File: src/core/hall_consts.svh
`ifndef HALL_CONSTS_SVH
`define HALL_CONSTS_SVH

// register indices
`define REG_CMD 8'h00
`define REG_STATUS 8'h01
`define REG_SEL_STATE 8'h02
`define REG_RESULT_Z 8'h03
`define REG_RESULT_Y 8'h04
`define REG_RESULT_X 8'h05
`define REG_RESULT_T 8'h06
`define REG_REF_SELECT 8'h19
`define REG_REF_DELTA 8'h1A
`define REG_Z_THRESH 8'h1B
`define REG_Y_THRESH 8'h1C
`define REG_INTERVAL 8'h1D
`define REG_OVERSAMPLE 8'h1E
`define REG_READBACK 8'h20

// command fields
`define CMD_MODE_MSB 7
`define CMD_MODE_LSB 4
`define MODE_IDLE 4'h8
`define MODE_CONT 4'h1
`define MODE_WAKE 4'h2
`define MODE_SINGLE 4'h3

// status bits
`define ST_CONT 0
`define ST_WAKE 1
`define ST_SINGLE 2
`define ST_FAIL 3
`define ST_DRDY 4

// resets and timing
`define MID_SCALE 16'h8000
`define REF_RST 16'h8000
`define THRESH_RST 16'h0100
`define CONV_BASE_US 165
`define CLK_MHZ 25
`define CONV_BASE_CYC ((`CONV_BASE_US) * (`CLK_MHZ))
`define INTERVAL_UNIT_US 10
`define INTERVAL_UNIT_CYC ((`INTERVAL_UNIT_US) * (`CLK_MHZ))

`endif

File: src/core/hall_pkg.sv
package hall_pkg;
	typedef enum logic [4:0] {
		ST_IDLE = 5'h01,
		ST_MEAS = 5'h02,
		ST_COMPARE = 5'h04,
		ST_STANDBY = 5'h08,
		ST_FINISH = 5'h10
	} seq_state_t;
	typedef logic [3:0] chan_sel_t;
endpackage : hall_pkg

File: src/core/axis_window.sv
`timescale 1ns/1ps
// flags when reading departs from reference by more than threshold
module axis_window (
	// operands
	input wire logic [15:0] reading,
	input wire logic [15:0] reference,
	input wire logic [15:0] threshold,
	input wire logic enable,
	// result
	output logic exceeded
);
	logic [15:0] diff;
	always_comb begin
		diff = (reading >= reference) ? reading - reference :
			reference - reading;
		exceeded = enable && (diff > threshold);
	end
endmodule : axis_window

File: src/core/hall_mode_seq.sv
`timescale 1ns/1ps
`include "hall_consts.svh"
module hall_mode_seq
	import hall_pkg::*;
#(
	parameter int FIELD_BITS = 16
) (
	// clock and reset
	input wire logic SYS_CLK,
	input wire logic RST,
	// register port
	input wire logic [7:0] ADDR,
	input wire logic [15:0] WDATA,
	input wire logic WR,
	input wire logic RD,
	output logic [15:0] RDATA,
	// analog front end samples
	input wire logic [FIELD_BITS-1:0] FIELD_Z,
	input wire logic [FIELD_BITS-1:0] FIELD_Y,
	input wire logic [FIELD_BITS-1:0] FIELD_X,
	input wire logic [15:0] TEMP,
	// pins
	output logic INT_PIN,
	output logic [3:0] MODE_STATE
);
	seq_state_t state_reg;
	logic [3:0] mode_reg;
	chan_sel_t sel_reg;
	logic stop_req_reg;
	logic int_reg;
	logic fail_reg;
	logic drdy_reg;
	logic [15:0] rdata_reg;
	logic [15:0] ref_sel_reg;
	logic [15:0] ref_delta_reg;
	logic [15:0] zth_reg;
	logic [15:0] yth_reg;
	logic [15:0] interval_reg;
	logic [15:0] osr_reg;
	logic [15:0] res_z_reg;
	logic [15:0] res_y_reg;
	logic [15:0] res_x_reg;
	logic [15:0] res_t_reg;
	logic [15:0] ref_z_reg;
	logic [15:0] ref_y_reg;
	logic [15:0] ref_x_reg;
	logic [23:0] timer_reg;
	logic [1:0] chan_idx_reg;
	// front end inputs cross from the analog domain
	logic [15:0] fz_s1, fz_s2, fy_s1, fy_s2, fx_s1, fx_s2, ft_s1, ft_s2;
	logic measuring;
	logic busy_mode;
	logic cmd_wr;
	logic rb_rd;
	logic [3:0] cmd_mode;
	logic exc_z, exc_y, exc_x;
	logic [23:0] conv_cyc;
	logic [23:0] pause_cyc;

	always_ff @(posedge SYS_CLK) begin
		fz_s1 <= 16'(FIELD_Z);
		fz_s2 <= fz_s1;
		fy_s1 <= 16'(FIELD_Y);
		fy_s2 <= fy_s1;
		fx_s1 <= 16'(FIELD_X);
		fx_s2 <= fx_s1;
		ft_s1 <= TEMP;
		ft_s2 <= ft_s1;
	end

	assign measuring = (state_reg == ST_MEAS) || (state_reg == ST_COMPARE);
	assign busy_mode = (mode_reg == `MODE_CONT) || (mode_reg == `MODE_WAKE);
	assign cmd_wr = WR && (ADDR == `REG_CMD);
	assign rb_rd = RD && (ADDR == `REG_READBACK);
	assign cmd_mode = WDATA[`CMD_MODE_MSB:`CMD_MODE_LSB];
	// oversample shifts the base conversion length
	assign conv_cyc = 24'(`CONV_BASE_CYC) << osr_reg[2:0];
	assign pause_cyc = 24'(interval_reg) * 24'(`INTERVAL_UNIT_CYC);

	// delta is a signed offset from the captured baseline
	axis_window win_z (.reading(res_z_reg), .reference(ref_z_reg),
		.threshold(zth_reg), .enable(sel_reg[3]), .exceeded(exc_z));
	axis_window win_y (.reading(res_y_reg), .reference(ref_y_reg),
		.threshold(yth_reg), .enable(sel_reg[2]), .exceeded(exc_y));
	axis_window win_x (.reading(res_x_reg), .reference(ref_x_reg),
		.threshold(yth_reg), .enable(sel_reg[1]), .exceeded(exc_x));

	// mode sequencer
	always_ff @(posedge SYS_CLK) begin
		if (RST) begin
			state_reg <= ST_IDLE;
			mode_reg <= 4'h0;
			sel_reg <= 4'h0;
			stop_req_reg <= 1'b0;
			timer_reg <= 24'h000000;
			chan_idx_reg <= 2'h0;
		end else begin
			if (cmd_wr && cmd_mode == `MODE_IDLE && state_reg != ST_IDLE)
				stop_req_reg <= 1'b1;
			unique case (state_reg)
			ST_IDLE: begin
				stop_req_reg <= 1'b0;
				if (cmd_wr && (cmd_mode == `MODE_CONT ||
					cmd_mode == `MODE_WAKE || cmd_mode == `MODE_SINGLE)) begin
					mode_reg <= cmd_mode;
					sel_reg <= WDATA[3:0];
					state_reg <= ST_MEAS;
					timer_reg <= conv_cyc;
					chan_idx_reg <= 2'h3;
				end
			end
			ST_MEAS: begin
				if (timer_reg > 24'h000001) begin
					timer_reg <= timer_reg - 24'h000001;
				end else if (chan_idx_reg != 2'h0) begin
					chan_idx_reg <= chan_idx_reg - 2'h1;
					timer_reg <= conv_cyc;
				end else begin
					state_reg <= ST_COMPARE;
				end
			end
			ST_COMPARE: begin
				if (mode_reg == `MODE_SINGLE) begin
					state_reg <= ST_FINISH;
				end else if (stop_req_reg || (cmd_wr && cmd_mode == `MODE_IDLE))
				begin
					state_reg <= ST_FINISH;
				end else begin
					state_reg <= ST_STANDBY;
					timer_reg <= pause_cyc + 24'h000001;
				end
			end
			ST_STANDBY: begin
				if (stop_req_reg || (cmd_wr && cmd_mode == `MODE_IDLE)) begin
					state_reg <= ST_FINISH;
				end else if (timer_reg > 24'h000001) begin
					timer_reg <= timer_reg - 24'h000001;
				end else begin
					state_reg <= ST_MEAS;
					timer_reg <= conv_cyc;
					chan_idx_reg <= 2'h3;
				end
			end
			ST_FINISH: begin
				state_reg <= ST_IDLE;
				mode_reg <= 4'h0;
				sel_reg <= 4'h0;
				stop_req_reg <= 1'b0;
			end
			endcase
		end
	end

	// results latched at end of pass; deselected channels keep their last value
	always_ff @(posedge SYS_CLK) begin
		if (RST) begin
			res_z_reg <= `MID_SCALE;
			res_y_reg <= `MID_SCALE;
			res_x_reg <= `MID_SCALE;
			res_t_reg <= 16'h0000;
		end else if (state_reg == ST_MEAS && timer_reg <= 24'h000001 &&
			chan_idx_reg == 2'h0) begin
			// unsigned offset binary keeps field sign about mid-scale
			if (sel_reg[3]) res_z_reg <= fz_s2;
			if (sel_reg[2]) res_y_reg <= fy_s2;
			if (sel_reg[1]) res_x_reg <= fx_s2;
			if (sel_reg[0]) res_t_reg <= ft_s2;
		end
	end

	// wake reference: captured result or midscale, plus delta
	always_ff @(posedge SYS_CLK) begin
		if (RST) begin
			ref_z_reg <= `REF_RST;
			ref_y_reg <= `REF_RST;
			ref_x_reg <= `REF_RST;
		end else if (cmd_wr && state_reg == ST_IDLE &&
			cmd_mode == `MODE_WAKE) begin
			ref_z_reg <= (ref_sel_reg[0] ? res_z_reg : `MID_SCALE)
				+ ref_delta_reg;
			ref_y_reg <= (ref_sel_reg[0] ? res_y_reg : `MID_SCALE)
				+ ref_delta_reg;
			ref_x_reg <= (ref_sel_reg[0] ? res_x_reg : `MID_SCALE)
				+ ref_delta_reg;
		end
	end

	// interrupt pin; readback clears it unless a pass that sets it is completing
	always_ff @(posedge SYS_CLK) begin
		if (RST) begin
			int_reg <= 1'b0;
		end else if (mode_reg == `MODE_WAKE) begin
			if (state_reg == ST_COMPARE && (exc_z || exc_y || exc_x))
				int_reg <= 1'b1;
			else if (rb_rd)
				int_reg <= 1'b0;
		end else if (state_reg == ST_COMPARE) begin
			int_reg <= 1'b1;
		end else if (state_reg == ST_MEAS || rb_rd) begin
			int_reg <= 1'b0;
		end
	end

	// status flags; hardware set wins over the read clear
	always_ff @(posedge SYS_CLK) begin
		if (RST) begin
			fail_reg <= 1'b0;
			drdy_reg <= 1'b0;
		end else begin
			if ((WR || RD) && busy_mode && !rb_rd &&
				!(RD && ADDR == `REG_STATUS) &&
				!(cmd_wr && cmd_mode == `MODE_IDLE))
				fail_reg <= 1'b1;
			else if (rb_rd && mode_reg == `MODE_CONT && measuring)
				fail_reg <= 1'b1;
			else if (RD && ADDR == `REG_STATUS)
				fail_reg <= 1'b0;
			if (state_reg == ST_COMPARE && (mode_reg != `MODE_WAKE ||
				exc_z || exc_y || exc_x))
				drdy_reg <= 1'b1;
			else if (rb_rd)
				drdy_reg <= 1'b0;
		end
	end

	// configuration registers, writable only while idle
	always_ff @(posedge SYS_CLK) begin
		if (RST) begin
			ref_sel_reg <= 16'h0000;
			ref_delta_reg <= 16'h0000;
			zth_reg <= `THRESH_RST;
			yth_reg <= `THRESH_RST;
			interval_reg <= 16'h0000;
			osr_reg <= 16'h0000;
		end else if (WR && state_reg == ST_IDLE && !busy_mode) begin
			unique case (ADDR)
			`REG_REF_SELECT: ref_sel_reg <= WDATA;
			`REG_REF_DELTA: ref_delta_reg <= WDATA;
			`REG_Z_THRESH: zth_reg <= WDATA;
			`REG_Y_THRESH: yth_reg <= WDATA;
			`REG_INTERVAL: interval_reg <= WDATA;
			`REG_OVERSAMPLE: osr_reg <= WDATA;
			default: ;
			endcase
		end
	end

	// read data, one cycle after the strobe
	always_ff @(posedge SYS_CLK) begin
		if (RST) begin
			rdata_reg <= 16'h0000;
		end else if (RD) begin
			rdata_reg <= 16'h0000;
			if (rb_rd) begin
				if (!(mode_reg == `MODE_CONT && measuring))
					rdata_reg <= res_z_reg;
			end else if (ADDR == `REG_STATUS) begin
				rdata_reg <= {11'h000, drdy_reg, fail_reg,
					mode_reg == `MODE_SINGLE, mode_reg == `MODE_WAKE,
					mode_reg == `MODE_CONT};
			end else if (!busy_mode) begin
				unique case (ADDR)
				`REG_SEL_STATE: rdata_reg <= {11'h000, state_reg};
				`REG_RESULT_Z: rdata_reg <= res_z_reg;
				`REG_RESULT_Y: rdata_reg <= res_y_reg;
				`REG_RESULT_X: rdata_reg <= res_x_reg;
				`REG_RESULT_T: rdata_reg <= res_t_reg;
				`REG_REF_SELECT: rdata_reg <= ref_sel_reg;
				`REG_REF_DELTA: rdata_reg <= ref_delta_reg;
				`REG_Z_THRESH: rdata_reg <= zth_reg;
				`REG_Y_THRESH: rdata_reg <= yth_reg;
				`REG_INTERVAL: rdata_reg <= interval_reg;
				`REG_OVERSAMPLE: rdata_reg <= osr_reg;
				default: rdata_reg <= 16'h0000;
				endcase
			end
		end
	end

	logic [3:0] mode_out_reg;
	always_ff @(posedge SYS_CLK) begin
		if (RST)
			mode_out_reg <= 4'h0;
		else
			mode_out_reg <= {stop_req_reg, state_reg == ST_STANDBY,
				measuring, state_reg == ST_IDLE};
	end

	assign RDATA = rdata_reg;
	assign INT_PIN = int_reg;
	assign MODE_STATE = mode_out_reg;

	chk_single_idle: assert property (@(posedge SYS_CLK) disable iff (RST)
		state_reg == ST_COMPARE && mode_reg == `MODE_SINGLE
		|=> ##1 state_reg == ST_IDLE) else $error("single no idle");
	chk_int_after_pass: assert property (@(posedge SYS_CLK) disable iff (RST)
		state_reg == ST_COMPARE && mode_reg == `MODE_CONT
		|=> INT_PIN) else $error("int not high");
	chk_int_meas_low: assert property (@(posedge SYS_CLK) disable iff (RST)
		state_reg == ST_MEAS && mode_reg == `MODE_CONT && !rb_rd
		|=> !INT_PIN) else $error("int high in pass");
	chk_fail_on_access: assert property (@(posedge SYS_CLK) disable iff (RST)
		WR && ADDR != `REG_CMD && mode_reg == `MODE_CONT
		|=> fail_reg) else $error("no fail flag");
	chk_cfg_locked: assert property (@(posedge SYS_CLK) disable iff (RST)
		WR && ADDR == `REG_INTERVAL && busy_mode
		|=> $stable(interval_reg)) else $error("cfg written");
	chk_idle_finish: assert property (@(posedge SYS_CLK) disable iff (RST)
		cmd_wr && cmd_mode == `MODE_IDLE && state_reg == ST_MEAS
		|=> state_reg != ST_IDLE) else $error("pass cut");
	chk_wake_hold: assert property (@(posedge SYS_CLK) disable iff (RST)
		INT_PIN && mode_reg == `MODE_WAKE && !rb_rd
		|=> INT_PIN) else $error("wake int dropped");
	chk_mode_select: assert property (@(posedge SYS_CLK) disable iff (RST)
		cmd_wr && state_reg == ST_IDLE && cmd_mode == `MODE_CONT
		|=> mode_reg == `MODE_CONT && sel_reg == $past(WDATA[3:0]))
		else $error("bad mode latch");
	chk_reset_idle: assert property (@(posedge SYS_CLK)
		RST |=> state_reg == ST_IDLE && !INT_PIN && sel_reg == 4'h0)
		else $error("bad reset");
	cov_cont: cover property (@(posedge SYS_CLK)
		mode_reg == `MODE_CONT && state_reg == ST_STANDBY);
	cov_wake_int: cover property (@(posedge SYS_CLK)
		mode_reg == `MODE_WAKE && INT_PIN);
	cov_single: cover property (@(posedge SYS_CLK)
		mode_reg == `MODE_SINGLE && state_reg == ST_FINISH);
endmodule : hall_mode_seq

File: config.mk
export PLATFORM = sky130hd
export DESIGN_NAME = hall_mode_seq
export DESIGN_NICKNAME = d
export VERILOG_FILES = /design/src/core/hall_pkg.sv /design/src/core/axis_window.sv /design/src/core/hall_mode_seq.sv
export VERILOG_INCLUDE_DIRS = /design/src /design/src/core
export SDC_FILE = /design/constraint.sdc
export NUM_CORES = 1
export LEC_CHECK = 0
export BUFFER_PORTS_ARGS = -buffer_cell sky130_fd_sc_hd__buf_2
export CORE_MARGIN = 3
export CORE_UTILIZATION = 68
export DETAILED_ROUTE_END_ITERATION = 16
export PLACE_DENSITY = 0.87
export REMOVE_ABC_BUFFERS = 1
export SYNTH_ARGS = -nofsm -noshare
export SYNTH_HDL_FRONTEND = slang
export SYNTH_HIERARCHICAL = 1
export SYNTH_SLANG_ARGS = --single-unit
File: constraint.sdc
create_clock -name SYS_CLK -period 7.27 [get_ports SYS_CLK]
set_input_delay 0.727 -clock SYS_CLK [delete_from_list [all_inputs] [get_ports SYS_CLK]]
set_output_delay 0.727 -clock SYS_CLK [all_outputs]
set_load 0.1 [all_outputs]
-- After elaboration in Yosys (flattened, before gate mapping)
Index checks and enable logic that the tools add are counted.
- add/sub/neg operators: 12
- multipliers: 1
- divide/modulo/power cells: 0
- $lt $le $gt $ge: 8
- equality and inequality tests: 38
- shift-type cells: 1
- multiplexer cells: 46
- bitwise operators: 0
- reductions and logical operators: 65
- operators by type and width (cell ; count):
    $pmux W16 S11 ; 1
    $mux W24 ; 7
    $mux W16 ; 10
    $pmux W24 S4 ; 1
    $sub A16 B16 Y16 ; 6
    $add A16 B16 Y16 ; 3
    $eq A8 B5 Y1 const B ; 6
    $ge A16 B16 Y1 ; 3
    $gt A16 B16 Y1 ; 3
    $mux W5 ; 7
    $pmux W5 S5 ; 1
    $add A24 B1 Y24 const B ; 1
    $eq A8 B3 Y1 const B ; 3
    $gt A24 B1 Y1 const B ; 1
    $le A24 B1 Y1 const B ; 1
    $logic_and A1 B1 Y1 ; 24
    $reduce_and A2 Y1 ; 12
    $shl A13 B3 Y24 const A ; 1
    $sub A24 B1 Y24 const B ; 1
    $mul A16 B7 Y23 const B ; 1
    $eq A4 B2 Y1 const B ; 4
    $eq A8 B2 Y1 const B ; 2
    $ne A2 B2 Y1 const B ; 8
    $pmux W4 S2 ; 2
    28 further kinds ; 62
- flip-flop bits (word level): 399
- latch bits: 0
- RAM bits: 0
- memory bits (read-only): 0
- input bits: 92
- output and inout port bits: 21
- word-level logic and storage cells: 203
- memories kept: 0

-- Logic depth before layout (Yosys ltp)
- depth after elaboration: 9
- gate-level depth with buffers: 23
- depth with buffers taken out: 23

-- Modules after synthesis
Netlist, hierarchy kept.
- modules (own cells, without submodules) (module ; instances ; cells an instance ; area each (um2) ; sequential area each (um2)):
    hall_mode_seq ; 1 ; 2342 ; 19751.4 ; 7987.7
    axis_window (win_y ...) ; 2 ; 268 ; 1883.1 ; 0.0
    axis_window (win_x) ; 1 ; 259 ; 1885.6 ; 0.0

-- Least setup slack after synthesis
Ideal clock, no wire load.
- path kind: reg2reg
- start: register interval_reg[2]
- end: register timer_reg[23]
- library setup time: 0.062 ns
- arrival time: 4.571 ns
- data required time: 7.208 ns
- path slack: 2.637 ns
- cell stages (with the launch flop): 15
- buffers on the path: 0
- clock period less this slack: 4.633 ns
- cells stage by stage: dfxtp_1 inv_1 fa_1 fa_1 fa_1 fa_1 inv_1 ha_1 or3_1 a2111oi_0 a22oi_1 a21oi_1 a211oi_1 or4b_1 nand3_1
- cells in the longest elaborated chain, start to end: 5
- RTL lines (item ; line ; source):
    start: declaration ; hall_mode_seq.sv:38 ; logic [15:0] interval_reg;
    start signal: assignment ; hall_mode_seq.sv:233 ; interval_reg <= 16'h0000;
    start signal: assignment ; hall_mode_seq.sv:241 ; `REG_INTERVAL: interval_reg <= WDATA;
    $mul A16 B7 Y23 ; hall_mode_seq.sv:78 ; assign pause_cyc = 24'(interval_reg) * 24'(`INTERVAL_UNIT_CYC);
    $add A24 B1 Y24 ; hall_mode_seq.sv:130 ; timer_reg <= pause_cyc + 24'h000001;
    $mux W24 ; hall_mode_seq.sv:125 ; end else if (stop_req_reg || (cmd_wr && cmd_mode == `MODE_IDLE))
    $mux W24 ; hall_mode_seq.sv:123 ; if (mode_reg == `MODE_SINGLE) begin
    $pmux W24 S4 ; hall_mode_seq.sv:100 ; unique case (state_reg)
    end signal: assignment ; hall_mode_seq.sv:108 ; timer_reg <= conv_cyc;
    end signal: assignment ; hall_mode_seq.sv:130 ;
    end signal: assignment ; hall_mode_seq.sv:137 ; timer_reg <= timer_reg - 24'h000001;
    end: declaration ; hall_mode_seq.sv:47 ; logic [23:0] timer_reg;
Every way passes these cells. The select of a mux whose other input is x is not followed.
A chain may end at the register's enable or synchronous reset.

-- Worst setup path in the final report
Ends and elaborated chain as after synthesis.

==> qor.csv <==
metric,value,unit
register area share after synthesis,31.4,%
area of the mapped netlist,25400,µm²
DP HPWL,59500,µm
post-CTS sizing,0,
"Cell Chain, Critical Path",inv_1 > fa_1 > fa_1 > fa_1 > fa_1 > inv_1 > ha_1 > or3_1 > a2111oi_0 > a22oi_1 > a21oi_1 > a211oi_1 > or4b_1 > nand3_1,
gr usage total,40.4,%
cell accounting for the most synthesized area,dfxtp_1,
hold_sp,FIELD_Y[13],
max-capacitance violation count,0,
clock skew,0.0197,ns
fraction of registers with async set/reset,0,%
number of clock sinks,399,
"IR drop worst, VDD",0.267,mV
Crit Path Max Fanout,7,
synth unique cells,88,
CP endpoint kind,flip-flop,
cts hold-fix bufs,0,
"setup slack, reg-to-reg",2.12,ns
latest clock arrival within the worst-skew pair,0.58,ns
initial core utilization,69.2,%
drt initial violations,3078,
CTS Buf Count,42,
initial antenna violation count,1,
post-route ant nets,0,
Hold Path Class,in -> reg,
largest net degree at the start of global routing,104,
detailed-route DRC error count,0,
"Avg Cell Area, Syn",8.10,µm²
"most used cell, CP",fa_1,
CTS tree,yes,
"Slew Viols, Final",0,
Total Negative Setup Slacks,0,ns
post-synth top area share,31.4,%
number of enable flip-flop cells after synthesis,0,
gp weighted congestion,1.04,
clock buffer depth,3,
die area,39700,µm²
CORE AREA,36700,µm²
clk root buf,clkbuf_16,
fin crit share,70.8,%
"Buf+Inv Stages, Crit Path",2,
power per standard cell area,173,nW/µm²
"Top FF cell, synth",dfxtp_1,
mean routed wirelength per cell,22.6,µm
post-route core utilization,74.7,%
fillers,2708,
required time worst endpoint,7.78,ns
nets@finish,3544,
Hold EP,fy_s1[13]$_DFF_P_,
outcome,completed,
final setup fails,0,
drt pass-1 iters,7,
vias per cell,6.57,
Area Overhead vs Synth,7.96,%
YS warnings,6,
total grt overflow,0,
reg2reg end,timer_reg[23]$_SDFFE_PP0P_,
"Setup Fix Bufs, Post-CTS",0,
Die Ht,199,µm
IO buf count,112,
CTS clock-pin slew for the worst setup and hold paths,0.07,ns
Fin. Hold Viols,0,
critical path's largest stage delay,0.58,ns
Final Power,4.73,mW
Syn Inst Count,3137,
Peak Freq,194,MHz
crit path DAT,5.66,ns
vias in the first global route,22944,
Die W,199,µm
P_leak,11.3,nW
worst r2r src,interval_reg[2]$_SDFFE_PP0P_,
CTS H-tree lvls,2,
io pins,113,
relative slew slack,8.84,%
first-pass GRT wire length,126000,µm
WS Path Type,reg -> reg,
post-layout minimum cycle time,5.15,ns
number of flip-flops in the largest register,24,
reg2reg path depth,14,
Worst setup SP type,flip-flop,
routed via count,23965,
critical path's slowest cell,fa_1,
Least-Margin Pin Slew,1.36,ns
hold path depth,1,
Yosys reg bits,399,
Top Family by Delay on Critical Path,adder cells,
placed inst area,26000,µm²
RSZ-0062 raised after global routing,false,
final instance area,27400,µm²
num rows,70,
layout cell share with drive strength beyond 1,8.02,%
ranking of synthesized cells by area,"dfxtp_1 (31%), ha_1 (12%), nand2_1 (7.5%)",
Routed WL,82400,µm
==> synthesized netlist by cell type (15+ instances only) <==
master / number
xnor2_1: 50
nor3_1: 70
nand3b_1: 25
or3_1: 27
inv_1: 250
fa_1: 63
and2_1: 68
ha_1: 241
o21ai_0: 115
clkbuf_1: 128
a21oi_1: 343
xor2_1: 45
a211oi_1: 45
a311oi_1: 16
nand3_1: 52
o211ai_1: 15
a21o_1: 58
and3_1: 17
nor4_1: 15
a31oi_1: 23
nor2b_1: 38
a22oi_1: 40
dfxtp_1: 399
nand4_1: 33
nand2b_1: 22
nand2_1: 505
nor2_1: 167
mux2i_1: 34
==> worst max-delay path by stage <==
| stage | depth (start not counted) | to | slack, ns | start |
|---|---|---|---|---|
| final | 14 | timer_reg[23]$_SDFFE_PP0P_ | 2.12 | interval_reg[2]$_SDFFE_PP0P_ |
| after global routing | 19 | drdy_reg$_SDFFE_PP0P_ | 1.74 | res_x_reg[6]$_SDFFE_PP0P_ |
| after CTS | 14 | timer_reg[23]$_SDFFE_PP0P_ | 2.14 | interval_reg[2]$_SDFFE_PP0P_ |
| after global placement | 14 | timer_reg[23]$_SDFFE_PP0P_ | 2.38 | interval_reg[2]$_SDFFE_PP0P_ |
| after detailed placement | 14 | timer_reg[23]$_SDFFE_PP0P_ | 2.15 | interval_reg[2]$_SDFFE_PP0P_ |
| after floorplan | 14 | timer_reg[23]$_SDFFE_PP0P_ | 2.64 | interval_reg[2]$_SDFFE_PP0P_ |
==> worst register-to-register path: cells and delay by family (launching register included) <==
kind | cells | cell delay [ns]
simple gates | 3 | 1.03
flops | 1 | 0.49
compound gates | 4 | 1.16
fa+ha+maj | 5 | 2.21
buf+inv | 2 | 0.19
==> cell families after synthesis <==
group,share of synthesized area [%]
buffers and inverters,6.53
adder cells (fa/ha/maj),16.8
AND/OR/NAND/NOR,20.1
flip-flops,31.4
XOR/XNOR,3.28
multiplexers,1.89
AO/OA/AOI/OAI,20.0
==> per-layer routing <==
metal  wire (µm)  track usage (%)  up-vias
met4        5110             23.8        2
met3        9120             10.0      316
met5          14                0        -
met1       32100             52.0    11309
li1            -                -    10904
met2       36000             61.7     1434
==> metrics by stage <==
| step | setup WS [ns] | hold slack [ns] | cells |
|---|---|---|---|
| after global placement | 2.38 | 0.310 | 3572 |
| final | 2.12 | 0.240 | 3649 |
| after CTS | 2.14 | 0.224 | 3648 |
| after global routing | 1.74 | 0.236 | 3648 |
| after detailed placement | 2.15 | 0.312 | 3572 |
| after floorplan | 2.64 | 0.310 | 2976 |
==> power breakdown <==
part	switching, mW	leakage, nW	total, mW	internal [mW]
clock network	0.953	0.684	2.23	1.28
logic	0.181	7.36	0.246	0.0649
registers	0.0222	3.27	2.26	2.24
total	1.16	11.3	4.73	3.58
==> area by class of cell <==
cell class / instances / area [µm²] / share of cell area [%]
Antenna cell: 1 / 2.50 / 0.00912
Clock buffer: 52 / 1150 / 4.19
Clock inverter: 24 / 269 / 0.981
Inverter: 250 / 938 / 3.42
Multi-Input combinational cell: 2327 / 15800 / 57.6
Sequential cell: 399 / 7990 / 29.1
Tap cell: 468 / 586 / 2.14
Timing Repair Buffer: 128 / 689 / 2.51
==> cells in the final DEF, fill, tap and decap left out, types with 15 or more instances in the layout <==
| master | count |
|---|---|
| a22oi_1 | 40 |
| buf_2 | 111 |
| o21ai_0 | 115 |
| nor2b_1 | 38 |
| xor2_1 | 45 |
| or3_1 | 27 |
| nand4_1 | 33 |
| a211oi_1 | 45 |
| clkbuf_16 | 42 |
| dfxtp_1 | 399 |
| nand3b_1 | 25 |
| and3_1 | 17 |
| o211ai_1 | 15 |
| ha_1 | 241 |
| buf_4 | 16 |
| nor3_1 | 68 |
| a311oi_1 | 16 |
| nand2_1 | 505 |
| inv_1 | 250 |
| a21oi_1 | 343 |
| fa_1 | 63 |
| nor2_1 | 167 |
| a21o_1 | 58 |
| xnor2_1 | 50 |
| mux2i_1 | 34 |
| and2_1 | 68 |
| nand3_1 | 52 |
| nand2b_1 | 22 |
| a31oi_1 | 23 |
(Power assumes the default switching activity.)
